## src/core/can_phy_diag_map.vh

```
// constants for the can transceiver wake and fault diagnostic logic
`ifndef CAN_PHY_DIAG_MAP_VH
`define CAN_PHY_DIAG_MAP_VH
`define CLK_PERIOD_PS 8000
`define WAKE_PULSE_MIN_NS 500
`define WAKE_SINGLE_PULSE_NS 2000
`define WAKE_WINDOW_US 120
`define DOM_CLAMP_TIMEOUT_US 1000
// least times round up, longest times round down
`define WAKE_PULSE_MIN_CYC ((`WAKE_PULSE_MIN_NS * 1000 + `CLK_PERIOD_PS - 1) / `CLK_PERIOD_PS)
`define WAKE_SINGLE_CYC ((`WAKE_SINGLE_PULSE_NS * 1000 + `CLK_PERIOD_PS - 1) / `CLK_PERIOD_PS)
`define WAKE_WINDOW_CYC ((`WAKE_WINDOW_US * 1000000) / `CLK_PERIOD_PS)
`define DOM_CLAMP_CYC ((`DOM_CLAMP_TIMEOUT_US * 1000000) / `CLK_PERIOD_PS)
`define WAKE_PATTERN_PULSES 3
`define FAULT_CONFIRM_CYCLES 5
// fault classification codes
`define FAULT_NONE 3'h0
`define FAULT_LOW_GND 3'h1
`define FAULT_HIGH_GND 3'h2
`define FAULT_LOW_BAT 3'h3
`define FAULT_HIGH_BAT 3'h4
`define FAULT_LOW_5V 3'h5
`define FAULT_HIGH_5V 3'h6
`define FAULT_UNKNOWN 3'h7
// interface modes
`define MODE_SLEEP 2'h0
`define MODE_TXRX 2'h1
`define MODE_RXONLY 2'h2
`endif

```

## src/core/can_phy_wake_and_fault_diag.v

```verilog
// can transceiver sleep, wake-up and bus fault diagnostic control
// Overview of operation
// sleep: drivers off, lines to ground through input resistors, split high impedance
// bus wake sets a flag, pulses interrupt and wakes a low-power device
// return to normal from sleep rebiases lines to recessive
// wake detection only in sleep with enable set
// default: wake after three consecutive valid dominant pulses
// single pulse select: wake after one dominant pulse of about 2 us
// pattern pulses count only when longer than 500 ns
// three pattern pulses must fall within 120 us
// ground comparators decoded into line-to-ground shorts
// battery comparators decoded into line-to-battery shorts
// five volt comparators decoded into line-to-5V shorts
// line identified only after dominant-state comparator sample
// fault reported after same class seen five consecutive cycles
// dominant longer than clamp timeout sets bus failure flag
// rxd sampled on receiver rise; high means rxd stuck recessive
// rxd stuck fault sets flag and forces receive-only
// rxd output driver turned off at once on that fault
// driver held off, fault shown in status
// txd high recessive, low dominant; rxd follows bus state
// receive-only keeps driver off while rxd reports the bus
// driver re-enabled only after fault gone, flags read, tx mode chosen
// pattern count restarts when window expires
`timescale 1ns/1ps
`include "can_phy_diag_map.vh"
module can_phy_wake_and_fault_diag #(
    parameter DOM_CLAMP = `DOM_CLAMP_CYC,
    parameter RXD_CHECK_EN = 1
)(
    input wire clk,
    input wire rst,
    input wire txd,
    input wire rxd_pin_level,
    input wire diff_rx,
    input wire wake_rx,
    input wire low_line_ground_cmp,
    input wire high_line_ground_cmp,
    input wire low_line_battery_cmp,
    input wire high_line_battery_cmp,
    input wire low_line_five_volt_cmp,
    input wire high_line_five_volt_cmp,
    input wire [1:0] mode_req,
    input wire mode_req_strobe,
    input wire wake_enable,
    input wire single_pulse_wake_select,
    input wire device_low_power,
    input wire flags_read,
    output reg rxd,
    output reg rxd_oe,
    output reg drv_dominant,
    output reg drv_enable,
    output reg bias_enable,
    output reg term_to_ground,
    output reg split_enable,
    output reg wake_flag,
    output reg int_pulse,
    output reg device_wake,
    output reg [2:0] bus_fault,
    output reg bus_fault_valid,
    output reg clamp_flag,
    output reg rxd_high_flag,
    output reg [1:0] mode
);
    // pins and analog comparators are asynchronous, two stages each
    reg [10:0] sync1;
    reg [10:0] sync2;
    wire [10:0] raw = {txd, rxd_pin_level, diff_rx, wake_rx, low_line_ground_cmp,
        high_line_ground_cmp, low_line_battery_cmp, high_line_battery_cmp,
        low_line_five_volt_cmp, high_line_five_volt_cmp, 1'b0};
    always @(posedge clk)
    begin
        if (rst)
        begin
            sync1 <= 11'h000;
            sync2 <= 11'h000;
        end
        else
        begin
            sync1 <= raw;
            sync2 <= sync1;
        end
    end
    wire s_txd = sync2[10];
    wire s_rxd_pin = sync2[9];
    wire s_diff = sync2[8];
    wire s_wake = sync2[7];
    wire s_lg = sync2[6];
    wire s_hg = sync2[5];
    wire s_lb = sync2[4];
    wire s_hb = sync2[3];
    wire s_l5 = sync2[2];
    wire s_h5 = sync2[1];

    // wake detector only runs in sleep with enable set
    wire wake_active = (mode == `MODE_SLEEP) && wake_enable;
    wire wake_hit;
    can_wake_detect u_wake (
        .clk(clk),
        .rst(rst),
        .active(wake_active),
        .single_pulse_wake_select(single_pulse_wake_select),
        .wake_rx_dominant(s_wake),
        .wake(wake_hit)
    );

    // recessive-state classification: only tells ground, battery or five volt, not the line
    reg [2:0] rec_class;
    reg [2:0] dom_class;
    reg [2:0] rec_latched;
    always @*
    begin
        rec_class = `FAULT_NONE;
        if (!s_lg && !s_hg)
            rec_class = `FAULT_LOW_GND;
        else if (s_lb && s_hb)
            rec_class = `FAULT_LOW_BAT;
        else if (s_l5 && s_h5)
            rec_class = `FAULT_LOW_5V;
    end
    // dominant sample, read against the latched recessive class, resolves the line
    always @*
    begin
        dom_class = `FAULT_UNKNOWN;
        case (rec_latched)
            `FAULT_NONE:
                dom_class = (!s_lg && s_hg && !s_lb && !s_hb && !s_l5 && !s_h5)
                    ? `FAULT_NONE : `FAULT_UNKNOWN;
            `FAULT_LOW_GND:
                dom_class = (!s_lg && s_hg) ? `FAULT_LOW_GND :
                    (!s_lg && !s_hg) ? `FAULT_HIGH_GND : `FAULT_UNKNOWN;
            `FAULT_LOW_BAT:
                dom_class = (s_lb && s_hb) ? `FAULT_LOW_BAT :
                    (!s_lb && s_hb) ? `FAULT_HIGH_BAT : `FAULT_UNKNOWN;
            `FAULT_LOW_5V:
                dom_class = (s_l5 && s_h5) ? `FAULT_LOW_5V :
                    (!s_l5 && s_h5) ? `FAULT_HIGH_5V : `FAULT_UNKNOWN;
            default:
                dom_class = `FAULT_UNKNOWN;
        endcase
    end

    // classify as the dominant phase ends: comparators lag txd by a few cycles,
    // so only then do they show the dominant readings
    reg prev_dom;
    reg [2:0] last_class;
    reg [2:0] same_cnt;
    wire driving = drv_enable;
    wire dom_now = driving && !s_txd;
    wire enter_dom = prev_dom && !dom_now;
    wire [2:0] cyc_class = dom_class;

    // dominant clamp counter and rxd check
    reg [31:0] clamp_cnt;
    reg prev_diff;
    // receiver output goes back to recessive; a sound rxd pin still lags low here
    wire diff_rise = !s_diff && prev_diff;
    wire rxd_fault_now = (RXD_CHECK_EN != 0) && diff_rise && s_rxd_pin;
    wire fault_present = rxd_high_flag || clamp_flag ||
        (bus_fault_valid && bus_fault != `FAULT_NONE);
    reg faults_read;

    always @(posedge clk)
    begin
        if (rst)
        begin
            prev_dom <= 1'b0;
            rec_latched <= `FAULT_NONE;
            last_class <= `FAULT_NONE;
            same_cnt <= 3'h0;
            bus_fault <= `FAULT_NONE;
            bus_fault_valid <= 1'b0;
            clamp_cnt <= 32'h00000000;
            clamp_flag <= 1'b0;
            prev_diff <= 1'b0;
            rxd_high_flag <= 1'b0;
            wake_flag <= 1'b0;
            int_pulse <= 1'b0;
            device_wake <= 1'b0;
            faults_read <= 1'b0;
            mode <= `MODE_TXRX;
        end
        else
        begin
            prev_dom <= dom_now;
            prev_diff <= s_diff;
            int_pulse <= 1'b0;
            device_wake <= 1'b0;
            if (driving && s_txd)
                rec_latched <= rec_class;
            if (enter_dom)
            begin
                last_class <= cyc_class;
                if (cyc_class == last_class)
                begin
                    if (same_cnt != 3'd`FAULT_CONFIRM_CYCLES)
                        same_cnt <= same_cnt + 3'h1;
                    if (same_cnt >= 3'd`FAULT_CONFIRM_CYCLES - 3'd1 &&
                        cyc_class != `FAULT_UNKNOWN && cyc_class != `FAULT_NONE)
                    begin
                        bus_fault <= cyc_class;
                        bus_fault_valid <= 1'b1;
                    end
                end
                else
                    same_cnt <= 3'h1;
            end
            // bus dominant counts toward the clamp, whether or not this driver is transmitting
            if (!s_diff)
            begin
                clamp_cnt <= 32'h00000000;
            end
            else if (clamp_cnt < DOM_CLAMP)
                clamp_cnt <= clamp_cnt + 32'h00000001;
            // flags: a set in the same cycle beats a read clear
            if (flags_read)
            begin
                wake_flag <= 1'b0;
                faults_read <= 1'b1;
                if (!s_diff)
                    clamp_flag <= 1'b0;
                if (!diff_rise)
                    rxd_high_flag <= 1'b0;
            end
            if (s_diff && clamp_cnt >= DOM_CLAMP - 1)
                clamp_flag <= 1'b1;
            if (rxd_fault_now)
            begin
                rxd_high_flag <= 1'b1;
                faults_read <= 1'b0;
            end
            if (wake_hit)
            begin
                wake_flag <= 1'b1;
                int_pulse <= 1'b1;
                device_wake <= device_low_power;
            end
            // mode control
            if (rxd_fault_now)
                mode <= `MODE_RXONLY;
            else if (wake_hit)
                mode <= `MODE_TXRX;
            else if (mode_req_strobe)
            begin
                if (mode_req == `MODE_TXRX)
                begin
                    if (!fault_present && faults_read)
                        mode <= `MODE_TXRX;
                    else if (!fault_present && !rxd_high_flag)
                        mode <= `MODE_TXRX;
                end
                else if (mode_req == `MODE_SLEEP || mode_req == `MODE_RXONLY)
                    mode <= mode_req;
            end
        end
    end

    // pin side outputs, all registered
    always @(posedge clk)
    begin
        if (rst)
        begin
            rxd <= 1'b1;
            rxd_oe <= 1'b1;
            drv_dominant <= 1'b0;
            drv_enable <= 1'b0;
            bias_enable <= 1'b1;
            term_to_ground <= 1'b0;
            split_enable <= 1'b1;
        end
        else
        begin
            rxd <= !s_diff;
            rxd_oe <= !(rxd_high_flag || rxd_fault_now);
            // driver only enabled with txd recessive, then follows txd
            if (mode != `MODE_TXRX || rxd_high_flag || rxd_fault_now)
                drv_enable <= 1'b0;
            else if (s_txd)
                drv_enable <= 1'b1;
            drv_dominant <= (mode == `MODE_TXRX) && !rxd_high_flag && !rxd_fault_now
                && drv_enable && !s_txd;
            bias_enable <= (mode != `MODE_SLEEP);
            term_to_ground <= (mode == `MODE_SLEEP);
            split_enable <= (mode != `MODE_SLEEP);
        end
    end
endmodule

```

## src/core/can_wake_detect.v

```verilog
// pattern and single pulse can bus wake-up detector
`timescale 1ns/1ps
`include "can_phy_diag_map.vh"
module can_wake_detect #(
    parameter PULSE_MIN = `WAKE_PULSE_MIN_CYC,
    parameter SINGLE_MIN = `WAKE_SINGLE_CYC,
    parameter WINDOW = `WAKE_WINDOW_CYC
)(
    input wire clk,
    input wire rst,
    input wire active,
    input wire single_pulse_wake_select,
    input wire wake_rx_dominant,
    output reg wake
);
    reg [15:0] pulse_cnt;
    reg [15:0] win_cnt;
    reg [1:0] valid_cnt;
    reg counted;
    wire [15:0] need = single_pulse_wake_select ? SINGLE_MIN[15:0] : PULSE_MIN[15:0];
    always @(posedge clk)
    begin
        if (rst || !active)
        begin
            pulse_cnt <= 16'h0000;
            win_cnt <= 16'h0000;
            valid_cnt <= 2'h0;
            counted <= 1'b0;
            wake <= 1'b0;
        end
        else
        begin
            wake <= 1'b0;
            if (wake_rx_dominant)
            begin
                if (pulse_cnt != 16'hffff)
                    pulse_cnt <= pulse_cnt + 16'h0001;
            end
            else
            begin
                pulse_cnt <= 16'h0000;
                counted <= 1'b0;
            end
            if (valid_cnt != 2'h0)
                win_cnt <= win_cnt + 16'h0001;
            if (valid_cnt != 2'h0 && win_cnt >= WINDOW[15:0] - 16'h0001)
            begin
                valid_cnt <= 2'h0;
                win_cnt <= 16'h0000;
            end
            else if (wake_rx_dominant && !counted && pulse_cnt + 16'h0001 >= need)
            begin
                counted <= 1'b1;
                if (single_pulse_wake_select)
                    wake <= 1'b1;
                else if (valid_cnt == 2'd`WAKE_PATTERN_PULSES - 2'd1)
                begin
                    wake <= 1'b1;
                    valid_cnt <= 2'h0;
                    win_cnt <= 16'h0000;
                end
                else
                    valid_cnt <= valid_cnt + 2'h1;
            end
        end
    end
endmodule
```

## config.mk

```make
export PLATFORM = sky130hd
export DESIGN_NAME = can_phy_wake_and_fault_diag
export DESIGN_NICKNAME = d
export VERILOG_FILES = /design/src/core/can_phy_wake_and_fault_diag.v /design/src/core/can_wake_detect.v
export VERILOG_INCLUDE_DIRS = /design/src /design/src/core
export SDC_FILE = /design/constraint.sdc
export NUM_CORES = 1
export LEC_CHECK = 0
export BUFFER_PORTS_ARGS = -buffer_cell sky130_fd_sc_hd__buf_2
export CORE_MARGIN = 1
export CORE_UTILIZATION = 50
export DETAILED_ROUTE_END_ITERATION = 10
export PLACE_DENSITY = 0.68
export SETUP_SLACK_MARGIN = 0.1
export SLEW_MARGIN = 20
export SYNTH_ARGS = -nofsm -noshare
export SYNTH_HDL_FRONTEND = slang
export SYNTH_SLANG_ARGS = --single-unit
```

## constraint.sdc

```tcl
create_clock -name clk -period 4.02 [get_ports clk]
set_input_delay 0.201 -clock clk [delete_from_list [all_inputs] [get_ports clk]]
set_output_delay 0.201 -clock clk [all_outputs]
set_load 0.01 [all_outputs]
```

* Word-level counts from Yosys, hierarchy flattened *
Cells that the tools add are included.

storage, ports and cells
  memories kept = 0
  bits in latches = 0
  register bits = 119
  RAM bits = 0
  memory bits (read-only) = 0

cells by class
  multiplexer cells = 40
  divide/modulo/power cells = 0
  reduce and logical (&&, ||, !) cells = 76
  equal/unequal tests = 16
  add/subtract/negate cells = 5
  shifts and indexed selects = 0
  magnitude comparators = 5
  bitwise logic cells = 5
  multipliers = 0

operator list
  cell                                                                                   count
  16-bit 2-to-1 mux                                                                      4
  16-bit by 1-bit adder with 16-bit output, second input constant                        2
  32-bit by 1-bit adder with 32-bit output, second input constant                        1
  32-bit by 17-bit greater-or-equal comparator with 1-bit output, second input constant  1
  32-bit by 17-bit < comparator with 1-bit output, second input constant                 1
  1-bit logical AND                                                                      29
  3-bit 2-to-1 mux                                                                       9
  2-bit 2-to-1 mux                                                                       10
  16-bit by 14-bit greater-or-equal comparator with 1-bit output, second input constant  1
  16-bit greater-or-equal comparator                                                     1
  16-bit != test, second input constant                                                  1
  1-bit logical NOT                                                                      15
  1-bit 2-to-1 mux                                                                       15
  3-bit case mux with 4 select lines                                                     1
  2-bit OR reduction                                                                     6
  2-bit nonzero test                                                                     5
  3-bit nonzero test                                                                     3
  8-bit 2-to-1 mux                                                                       1
  2-bit by 1-bit != test with 1-bit output, second input constant                        4
  2-bit AND reduction                                                                    4
  1-bit logical OR                                                                       7
  3-bit != test, second input constant                                                   2
  3-bit AND reduction                                                                    2
  5-bit by 2-bit != test with 1-bit output, second input constant                        1
  other kinds (14)                                                                       21

* Longest topological paths before layout *
Gate-level depths: netlist of run 1.

  depth after elaboration = 12
  depth in mapped cells = 12
  depth with buffers taken out = 11

* Modules after synthesis *
Synthesis of run 1 repeated with hierarchy kept, for this count alone.

unflattened totals
  cells, all modules = 539
  area, all modules = 4,906.0 um2

modules (own cells, without submodules)
  module                       area an instance (um2)  cells each  seq. area each (um2)  times used
  can_phy_wake_and_fault_diag  3,054.2                 323         1,601.5               1
  can_wake_detect              1,851.8                 216         720.7                 1

* Least setup slack after synthesis of run 1 *
OpenSTA, ideal clock, no wires.

  path type = register -> register
  start point = register u_wake.pulse_cnt[0]
  end point = register u_wake.win_cnt[4]
  stages on the path, launching flop included = 13
  arrival time = 2.256 ns
  setup slack = 1.644 ns
  setup time = 0.120 ns
  path through = dfxtp_1 > ha_1 > nand2_1 > nor2_1 > xnor2_1 > inv_1 > ha_1 > nand3_1 > o41ai_1 > a211oi_2 > a21oi_2 > buf_6 > nor3_2

between the ends
  longest elaborated chain between the ends = 4

ends and longest elaborated chain
  what                                      RTL line              RTL
  from (decl)                               can_wake_detect.v:16  reg [15:0] pulse_cnt;
  from (signal assigned)                    can_wake_detect.v:37  pulse_cnt <= pulse_cnt + 16'h0001;
  16-bit by 1-bit adder with 16-bit output  can_wake_detect.v:51  else if (wake_rx_dominant && !counted && pulse_cnt + 16'h0001 >= need)
  16-bit greater-or-equal comparator        can_wake_detect.v:51
  1-bit logical AND                         can_wake_detect.v:51
  16-bit 2-to-1 mux                         can_wake_detect.v:51
  to (signal assigned)                      can_wake_detect.v:45  win_cnt <= win_cnt + 16'h0001;
  to (decl)                                 can_wake_detect.v:17  reg [15:0] win_cnt;

No other way between the ends.
A chain may end at the register's enable or synchronous reset.

* Final worst setup path of run 1 *
  start point = register u_wake.pulse_cnt[0]
  end point = register u_wake.win_cnt[1]

Same word-level chain as after synthesis.

==> results.yml, run 1 <==
global_route:
  track_usage_pct: 20.6
  grt_max_degree: 46
  antenna_found_initial: 0
  grt_overflow: 0
  grt_pass1_vias: 3735
  grt_pass1_wl_um: 16800
critical_path:
  worstSetupEndpointType: "register"
  critPathRequiredTime_ns: 4.39
  worst_setup_path_start_kind: "register"
  worstSetupPathType: "register to register"
  arrival_ns: 3.30
  r2r_cells: 10
  worstPathMaxFanout: 14
synth:
  synthCells: 555
  synth_ff_type: "dfxtp_1"
  async_flop_share_pct: 0
  ys_warn_count: 0
  synth-edff-count: 0
  syn_area_per_cell_um2: 9.25
  yosysSeqAreaShare_pct: 45.3
  synth_seq_cells: 116
  synth_area_um2: 5130
  syn_nets: 584
  ys_types: 63
clocking:
  clk_latency_ns: 0.52
  clock_sinks: 116
  postCtsSetupRepairBufs: 0
  ctsResizeCount: 0
  cts_root_buffer: "clkbuf_8"
  cts_tree: "yes"
  cts_hold_repair.buffers: 13
  htreeDepth: 4
  cts.clk_slew.worst_paths_ns: 0.05
  cts_buffer_depth: 2
  cts_made_buffers: 17
timing:
  finClkSkew_ns: 0.00932
  fin_crit_sh_pct: 73.0
  period_minus_slack_ns: 2.94
  finalHoldViolCount: 0
  fin_tns_setup_ns: 0
  fmax_mhz: 341
  grt_setup_unrepaired: "false"
  setup_violations: 0
  tightest_slew_ns: 0.848
  max_slew_margin_pct: 43.5
  drv_slew: 0
placed_design:
  place_area_um2: 5370
  port-buffer-count: 36
  post-dp-hpwl_um: 6920
  gp_congestion: 0.882
finish:
  fillCellCount: 804
  multi_input_area_um2: 2610
  regArea_um2: 2320
  layout.nets: 630
  fin_area_um2: 6080
  antennaDiodeCount: 0
  drive_gt1_share_pct: 16.1
  area_growth_pct: 18.6
detailed_routing:
  drc: 0
  drtAntennaViolNets: 0
  vias: 4023
  viasPerCell: 5.39
  routedWlPerCell_um: 13.8
  routed_wl_um: 10300
  dr.pass1.iters: 4
  drtIter0Drc: 121
power:
  powerDensity_nw_per_um2: 447
  p_leak_nw: 2.26
  ir_drop_mv: 0.256
min_path:
  min_path_cells: 3
  hold_class: "input port to register"
status:
  status: "complete, no violations"
floorplanning:
  core_area_um2: 9860
  fp-row-count: 36
  chipWidth_um: 103
  ioPinCount: 37
  start_util_pct: 52.0
  fp.dieArea_um2: 10700
  die_y_um: 103
job:
  drv_cap: 0
-- metal layers --
layer	vias up	GRT usage (%)	share of wire, %
li1	2041	-	-
met3	14	5.65	3.5
met2	55	33.3	47
met4	0	10.8	1.7
met5	-	0	0
met1	1913	25.3	48
-- final timing paths --
check | startpoint | end | slack, ns
worst min register to register | sync1[5]$_SDFF_PP0_ | sync2[5]$_SDFF_PP0_ | 0.44
worst min-delay path | single_pulse_wake_select | u_wake.wake$_SDFF_PP0_ | 0.03
worst max register to register | u_wake.pulse_cnt[0]$_SDFFE_PP0P_ | u_wake.win_cnt[1]$_SDFF_PP0_ | 1.08
worst max-delay path | u_wake.pulse_cnt[0]$_SDFFE_PP0P_ | u_wake.win_cnt[1]$_SDFF_PP0_ | 1.08
-- critical path, cell delays in order (launching register included) --
cell and delay [ns]:
dfxtp_1 0.44, nand3_1 0.23, nor2_1 0.22, xnor2_1 0.18, inv_1 0.07, ha_1 0.29, nand3_1 0.08, o41ai_1 0.42
a211oi_2 0.10, a21oi_2 0.67, nor3_1 0.11
-- synth_stat cells (5+ instances only) --
library cell / number / area share (%)
nor2b_1: 25 / 3.0
nor2_1: 49 / 3.6
nand2b_1: 6 / 0.73
clkbuf_1: 14 / 1.0
o21ai_0: 11 / 1.1
xnor2_1: 23 / 3.9
nand4_1: 14 / 1.7
mux2i_1: 8 / 1.6
inv_1: 24 / 1.8
nor3_1: 17 / 1.7
nand2_1: 34 / 2.5
and2_1: 19 / 2.3
and4_1: 5 / 0.85
nor4_1: 6 / 0.73
or3_1: 6 / 0.73
ha_1: 10 / 2.4
a21oi_1: 27 / 2.6
nand3_1: 21 / 2.0
and3_1: 7 / 0.85
nor3_2: 13 / 2.5
dfxtp_1: 116 / 45
xor2_1: 17 / 2.9
-- cells in the final DEF, fill, tap and decap left out, drive strengths merged, types with 3 or more instances in the layout --
master,count
o211ai,3
a31oi,4
and2,19
a21oi,30
o21ai,11
or4,4
nand4,15
a21boi,3
clkinv,5
nor2,49
nor3,30
or3,6
and3,7
clkbuf,22
o31ai,3
nor4,10
ha,10
dlygate4sd3,13
inv,24
nand2b,6
buf,37
o21a,4
o311a,3
xor2,17
nand3,23
bufinv,3
nand2,34
nand3b,3
dfxtp,116
mux2i,8
o31a,4
a211oi,5
and4,5
xnor2,23
a211o,3
nor2b,25
-- through the flow --
| step | std cells | setup WS [ns] | power, W | utilization [%] | hold WS, ns |
|---|---|---|---|---|---|
| after floorplan | 555 | 1.64 | 0.00124 | - | 0.291 |
| after global placement | 702 | 1.16 | 0.00126 | 54.5 | 0.415 |
| after detailed placement | 702 | 1.07 | 0.00126 | 54.5 | 0.415 |
| after CTS | 747 | 1.03 | 0.00276 | 61.7 | 0.00194 |
| after global routing | 747 | 0.795 | 0.00282 | 61.7 | 0.0250 |
| final | 747 | 1.08 | 0.00272 | 61.7 | 0.0330 |
-- final cells by class --
| type | count | share of cell area, % |
|---|---|---|
| Clock inverter | 10 | 2.14 |
| Sequential cell | 116 | 38.2 |
| Inverter | 24 | 1.48 |
| Clock buffer | 22 | 7.44 |
| Timing Repair Buffer | 50 | 5.22 |
| Multi-Input combinational cell | 392 | 42.8 |
| Tap cell | 133 | 2.73 |
-- state kept, by name (all words and copies together) (netlist names), 2 cells and up --
register and cells:
clamp_cnt 32, u_wake.pulse_cnt 16, u_wake.win_cnt 16, sync1 10, sync2 10, bus_fault 3, last_class 3, rec_latched 3
same_cnt 3, mode 2, u_wake.valid_cnt 2
-- where the power goes --
part	switching, W	internal [W]
registers	0.00000937	0.00117
logic	0.0000402	0.0000352
clock network	0.000501	0.000970
-- logic make-up (layout without fill, tap and decap cells) --
kind of cell / count (synthesis) / count (layout) / synth area share, %
AO/OA/AOI/OAI: 89 / 89 / 12.4
AND/OR/NAND/NOR: 245 / 245 / 27.5
buffers and inverters: 47 / 106 / 3.97
flip-flops: 116 / 116 / 45.3
XOR/XNOR: 40 / 40 / 6.83
multiplexers: 8 / 8 / 1.56
adder cells (fa/ha/maj): 10 / 10 / 2.44
(Power assumes the default switching activity.)
==> run 2: changes to the inputs <==
==> constraint.sdc (replaced) <==
create_clock -name clk -period 3 [get_ports clk]
set_input_delay 0.15 -clock clk [delete_from_list [all_inputs] [get_ports clk]]
set_output_delay 0.15 -clock clk [all_outputs]
set_load 0.01 [all_outputs]
==> run 2 against run 1 <==
Fmax is 12% higher. Global-route usage rose by 0.62 points. Count of clock-buffer cells in the layout increased by 2. Die area stayed put. Worst setup slack lost 0.71 ns. Routed wire length rose by 1.3%. Cell count increased by 0.54%. Flip-flop and latch count did not move. Critical path type unchanged. Largest cell class unchanged.
==> results.yml, run 2 (same netlist as run 1, synthesis figures left out) <==
finish:
  drive_gt1_share_pct: 16.3
  fillCellCount: 826
  antennaDiodeCount: 0
  fin_util_pct: 62.1
  reg_top3: "clamp_cnt (32), u_wake.pulse_cnt (16), u_wake.win_cnt (16)"
  largest_register: "clamp_cnt"
  layout_common_cells: "116 x dfxtp_1, 49 x nor2_1, 36 x buf_2, 34 x nand2_1, 27 x a21oi_1"
  instances_no_fill: 751
  area_growth_pct: 19.4
  multi_input_area_um2: 2610
  layout.nets: 634
  regArea_um2: 2320
  final_common_cell: "dfxtp_1"
  largest_register_ffs: 32
detailed_routing:
  drtAntennaViolNets: 0
  routedWlPerCell_um: 13.9
  vias: 3986
  routed_wl_um: 10400
  drc: 0
  drtIter0Drc: 117
  dr.pass1.iters: 4
  viasPerCell: 5.31
global_route:
  grtUsageMet3_pct: 5.65
  grt_pass1_wl_um: 17300
  track_usage_pct: 21.3
  grt_max_degree: 45
  grt_use_met1_pct: 25.1
  antenna_found_initial: 0
  grt_pass1_vias: 3868
  grt_overflow: 0
  grtUsageMet2_pct: 36.5
  top_usage_layer: "met2"
placed_design:
  post-dp-hpwl_um: 7030
  dpl.cell_count: 705
  gp_congestion: 0.837
  port-buffer-count: 36
timing:
  finalHoldViolCount: 0
  fin_tns_setup_ns: 0
  setup_violations: 0
  fin_crit_sh_pct: 87.4
  fmax_mhz: 381
  grt_setup_unrepaired: "false"
  drv_slew: 0
  period_minus_slack_ns: 2.62
  finClkSkew_ns: 0.0182
  holdWs_ns: 0.0201
  max_slew_margin_pct: 50.2
  tightest_slew_ns: 0.746
power:
  ir_drop_mv: 0.454
  p_leak_nw: 2.27
  powerDensity_nw_per_um2: 600
  p_clk_share_pct: 54.3
  combPwrFrac_pct: 2.9
  netSwitchingFraction_pct: 20.0
  intPower_w: 0.00294
  p_switching_w: 0.000735
  seqPwrFrac_pct: 42.8
min_path:
  hold_class: "input port to register"
  min-delay-start: "single_pulse_wake_select"
floorplanning:
  fp.dieArea_um2: 10700
  die_y_um: 103
  core_area_um2: 9860
  chipWidth_um: 103
  fp-row-count: 36
  start_util_pct: 52.0
  ioPinCount: 37
critical_path:
  crit_chain: "ha_1 > nand2_1 > nor2_1 > xnor2_1 > inv_1 > ha_1 > nand3_1 > o41ai_1 > a211oi_2 > a21oi_2 > buf_4 > nor3_1"
  crit_top_cell: "ha_1"
  arrival_ns: 2.99
  worstSetupPathType: "register to register"
  reg2reg_from: "u_wake.pulse_cnt[0]$_SDFFE_PP0P_"
  worstSetupEndpointType: "register"
  crit_path_top_delay_cell: "dfxtp_1"
  worstPathMaxFanout: 14
  critPathRequiredTime_ns: 3.37
  critPathMaxStageDelay_ns: 0.44
  worstSetupStartpoint: "u_wake.pulse_cnt[0]$_SDFFE_PP0P_"
  worst_setup_path_start_kind: "register"
clocking:
  cts_tree: "yes"
  cts.clk_slew.worst_paths_ns: 0.06
  ctsResizeCount: 0
  cts_made_buffers: 17
  cts_buffer_depth: 2
  clock_sinks: 116
  htreeDepth: 4
  clk_latency_ns: 0.52
  cts_root_buffer: "clkbuf_8"
status:
  status: "complete, no violations"
job:
  drv_cap: 0
-- run 2: cell count changes in the layout (fill, tap and decap cells not counted) --
| cell | previous run | this run |
|---|---|---|
| clkinv_4 | 0 | 1 |
| clkbuf_8 | 3 | 4 |
| buf_4 | 1 | 4 |
| clkbuf_1 | 3 | 4 |
| clkinv_2 | 5 | 2 |
| dlygate4sd3_1 | 13 | 14 |
-- run 2: final timing paths --
check / end / slack, ns / depth (start not counted)
worst min register to register: sync2[8]$_SDFF_PP0_ / 0.43 / 1
worst min-delay path: u_wake.wake$_SDFF_PP0_ / 0.02 / 3
worst max-delay path: u_wake.win_cnt[2]$_SDFF_PP0_ / 0.38 / 12
worst max register to register: u_wake.win_cnt[2]$_SDFF_PP0_ / 0.38 / 12
-- run 2: final cells by class --
| type | count | area share, % |
|---|---|---|
| clock buffers | 24 | 7.68 |
| well taps | 133 | 2.72 |
| repair buffers | 54 | 5.72 |
| clock inverters | 8 | 2.02 |
| flip-flops and latches | 116 | 37.9 |
| multi-input cells | 392 | 42.5 |
| inverters | 24 | 1.47 |
-- run 2: power groups by stage --
stage,registers [W],logic [W],clock network [W]
after floorplan,0.00160,0.0000585,0
after global placement,0.00161,0.0000887,0
after detailed placement,0.00161,0.0000908,0
after CTS,0.00157,0.000106,0.00203
after global routing,0.00158,0.000118,0.00211
final,0.00157,0.000105,0.00200
-- run 2: routing by layer --
metal | share of wire, % | up-vias | wire length [µm]
met2 | 47 | 67 | 4930
li1 | - | 2058 | -
met3 | 3.7 | 14 | 383
met5 | 0 | - | 0
met1 | 48 | 1847 | 4960
met4 | 1.4 | 0 | 149
-- run 2: stage by stage --
stage,cell area (µm²),setup WS (ns),total power (W)
finish,6130,0.377,0.00367
global route,6130,0.206,0.00380
CTS,6130,0.391,0.00371
detailed placement,5390,0.395,0.00170
global placement,5390,0.482,0.00169
floorplan,5130,0.624,0.00166
-- run 2: what timing repair did --
action                                 4_1_cts  5_1_grt
endpoints found under the hold margin       16        0
buffers inserted                             0        0
hold buffers                                14        0
-- run 2: worst max-delay path: cells and delay by family, from the launching register on --
family	cells	cell delay [ns]
AO/OA/AOI/OAI	3	0.65
XOR/XNOR	1	0.16
adder cells (fa/ha/maj)	2	0.55
AND/OR/NAND/NOR	4	0.35
buffers and inverters	2	0.32
flip-flops	1	0.44
==> run 3: changes to the inputs <==
--- a/config.mk
+++ b/config.mk
@@ -7,12 +7,13 @@
 export NUM_CORES = 1
 export LEC_CHECK = 0
 export BUFFER_PORTS_ARGS = -buffer_cell sky130_fd_sc_hd__buf_2
-export CORE_MARGIN = 1
+export CORE_MARGIN = 1.5
 export CORE_UTILIZATION = 50
 export DETAILED_ROUTE_END_ITERATION = 10
+export HOLD_SLACK_MARGIN = 0.1
 export PLACE_DENSITY = 0.68
 export SETUP_SLACK_MARGIN = 0.1
-export SLEW_MARGIN = 20
+export SLEW_MARGIN = 30
 export SYNTH_ARGS = -nofsm -noshare
 export SYNTH_HDL_FRONTEND = slang
 export SYNTH_SLANG_ARGS = --single-unit
==> run 3 against run 2 <==
Combinational power up 5%. Non-clock buffer count increased by 4. Highest routed layer unchanged. Clock skew fell by 0.014 ns. Power increased by 1.8%. Routed wire length up 3.8%. Critical endpoint is now u_wake.valid_cnt[0]$_SDFFE_PP0P_.
==> results.yml, run 3 (same netlist as run 1, synthesis figures left out) <==
status:
  status: "complete, no violations"
clocking:
  cts_root_buffer: "clkbuf_8"
  cts_tree: "yes"
  clock_sinks: 116
  htreeDepth: 4
  cts_made_buffers: 17
  cts_buffer_depth: 2
  ctsResizeCount: 0
  cts.clk_slew.worst_paths_ns: 0.06
  postCtsSetupRepairBufs: 0
  clk_latency_ns: 0.51
critical_path:
  crit_chain: "nand3_1 > nor2_1 > xnor2_1 > inv_1 > ha_1 > nand3_1 > o41ai_1 > a211oi_2 > a211o_1 > mux2i_1"
  worstSetupPathType: "register to register"
  worstPathMaxFanout: 6
  r2r_cells: 10
  reg2reg_slack_ns: 0.38
  worst_setup_path_start_kind: "register"
  critPathRequiredTime_ns: 3.43
  worstSetupEndpointType: "register"
  critPathMaxStageDelay_ns: 0.43
  crit_family: "compound AO/OA/AOI/OAI gates"
  crit_path_top_delay_cell: "dfxtp_1"
  reg2reg_to: "u_wake.valid_cnt[0]$_SDFFE_PP0P_"
  cp_num_cells: 10
  crit_top_cell: "nand3_1"
  crit_buf_inv: 1
  arrival_ns: 3.05
  reg2reg_from: "u_wake.pulse_cnt[0]$_SDFFE_PP0P_"
global_route:
  grt_overflow: 0
  grt_use_met1_pct: 26.5
  top_usage_layer: "met2"
  grtUsageMet3_pct: 4.20
  grtUsageMet2_pct: 34.2
  grt_pass1_wl_um: 18600
  track_usage_pct: 21.0
  grt_max_degree: 45
  grt_pass1_vias: 4021
  antenna_found_initial: 0
finish:
  reg_top3: "clamp_cnt (32), u_wake.pulse_cnt (16), u_wake.win_cnt (16)"
  fin_area_um2: 6180
  layout.nets: 638
  final_common_cell: "dfxtp_1"
  layout_common_cells: "116 x dfxtp_1, 49 x nor2_1, 36 x buf_2, 34 x nand2_1, 27 x a21oi_1"
  largest_register: "clamp_cnt"
  area_growth_pct: 20.5
  largest_register_ffs: 32
  drive_gt1_share_pct: 16.6
  antennaDiodeCount: 0
floorplanning:
  core_area_um2: 9860
  start_util_pct: 52.0
  ioPinCount: 37
  die_y_um: 104
  fp.dieArea_um2: 10900
  fp-row-count: 36
  chipWidth_um: 104
detailed_routing:
  drtIter0Drc: 150
  drtAntennaViolNets: 0
  dr.pass1.iters: 4
  vias: 4099
  routed_wl_um: 10800
  drc: 0
  routedWlPerCell_um: 14.4
  viasPerCell: 5.44
power:
  p_clk_share_pct: 55.0
  intPower_w: 0.00298
  powerDensity_nw_per_um2: 605
  p_switching_w: 0.000759
  p_leak_nw: 2.31
  combPwrFrac_pct: 3.0
  netSwitchingFraction_pct: 20.3
  ir_drop_mv: 0.393
  seqPwrFrac_pct: 42.0
timing:
  period_minus_slack_ns: 2.62
  fin_crit_sh_pct: 87.3
  tightest_slew_ns: 0.817
  fin_tns_setup_ns: 0
  fmax_mhz: 382
  max_slew_margin_pct: 45.4
  drv_slew: 0
  setup_violations: 0
  grt_setup_unrepaired: "false"
  finalHoldViolCount: 0
  finClkSkew_ns: 0.00461
placed_design:
  post-dp-hpwl_um: 7180
  port-buffer-count: 36
  place_area_um2: 5390
  gp_congestion: 0.843
min_path:
  min-delay-start: "mode_req[0]"
  hold_end: "mode[1]$_SDFFE_PP0P_"
  min_path_cells: 6
  hold_class: "input port to register"
job:
  drv_cap: 0
[run 3: area by class of cell]
type	instances	area, µm²
clock buffer	23	487
clock inverter	8	123
fill	816	3680
inverter	24	90.1
multi-input combinational	392	2610
sequential	116	2320
tap	133	166
timing repair buffer	58	390
[run 3: routing by layer]
metal	wire, µm	up-vias
met5	0	-
met4	211	0
met3	453	22
met2	5200	92
met1	4960	1916
li1	-	2069
[run 3: power by group through the flow]
stage / combinational (W) / sequential, W / clock (W)
6_report: 0.000110 / 0.00157 / 0.00206
3_3_place_gp: 0.0000886 / 0.00161 / 0
2_1_floorplan: 0.0000585 / 0.00160 / 0
4_1_cts: 0.000111 / 0.00157 / 0.00208
3_5_place_dp: 0.0000911 / 0.00161 / 0
5_1_grt: 0.000123 / 0.00157 / 0.00215
[run 3: worst reg2reg max path: cells and delay by family (launching register included)]
kind | cells | cell delay (ns)
compound gates | 3 | 0.90
simple gates | 3 | 0.50
flops | 1 | 0.43
fa+ha+maj | 1 | 0.29
mux | 1 | 0.19
xor+xnor | 1 | 0.16
buf+inv | 1 | 0.07
[run 3: worst max-delay path by stage]
stage,start,endpoint,slack [ns]
floorplan,u_wake.pulse_cnt[0]$_SDFFE_PP0P_,u_wake.win_cnt[4]$_SDFF_PP0_,0.62
global placement,u_wake.pulse_cnt[0]$_SDFFE_PP0P_,u_wake.win_cnt[12]$_SDFF_PP0_,0.51
detailed placement,u_wake.pulse_cnt[0]$_SDFFE_PP0P_,u_wake.win_cnt[10]$_SDFF_PP0_,0.37
CTS,u_wake.pulse_cnt[0]$_SDFFE_PP0P_,u_wake.valid_cnt[0]$_SDFFE_PP0P_,0.35
global route,u_wake.pulse_cnt[0]$_SDFFE_PP0P_,u_wake.win_cnt[12]$_SDFF_PP0_,0.14
finish,u_wake.pulse_cnt[0]$_SDFFE_PP0P_,u_wake.valid_cnt[0]$_SDFFE_PP0P_,0.38
[run 3: through the flow]
stage | power (W) | hold WS [ns] | util [%] | std cells | setup WS [ns]
finish | 0.00374 | 0.224 | 62.7 | 754 | 0.381
global route | 0.00384 | 0.278 | 62.7 | 754 | 0.141
CTS | 0.00376 | 0.220 | 62.7 | 754 | 0.347
detailed placement | 0.00170 | 0.360 | 54.7 | 705 | 0.367
global placement | 0.00169 | 0.352 | 54.7 | 705 | 0.506
floorplan | 0.00166 | 0.240 | - | 555 | 0.624
[run 3: what timing repair did]
item,in CTS,in global routing
hold endpoints to repair,21,0
setup endpoints to repair,0,0
hold buffers,18,0
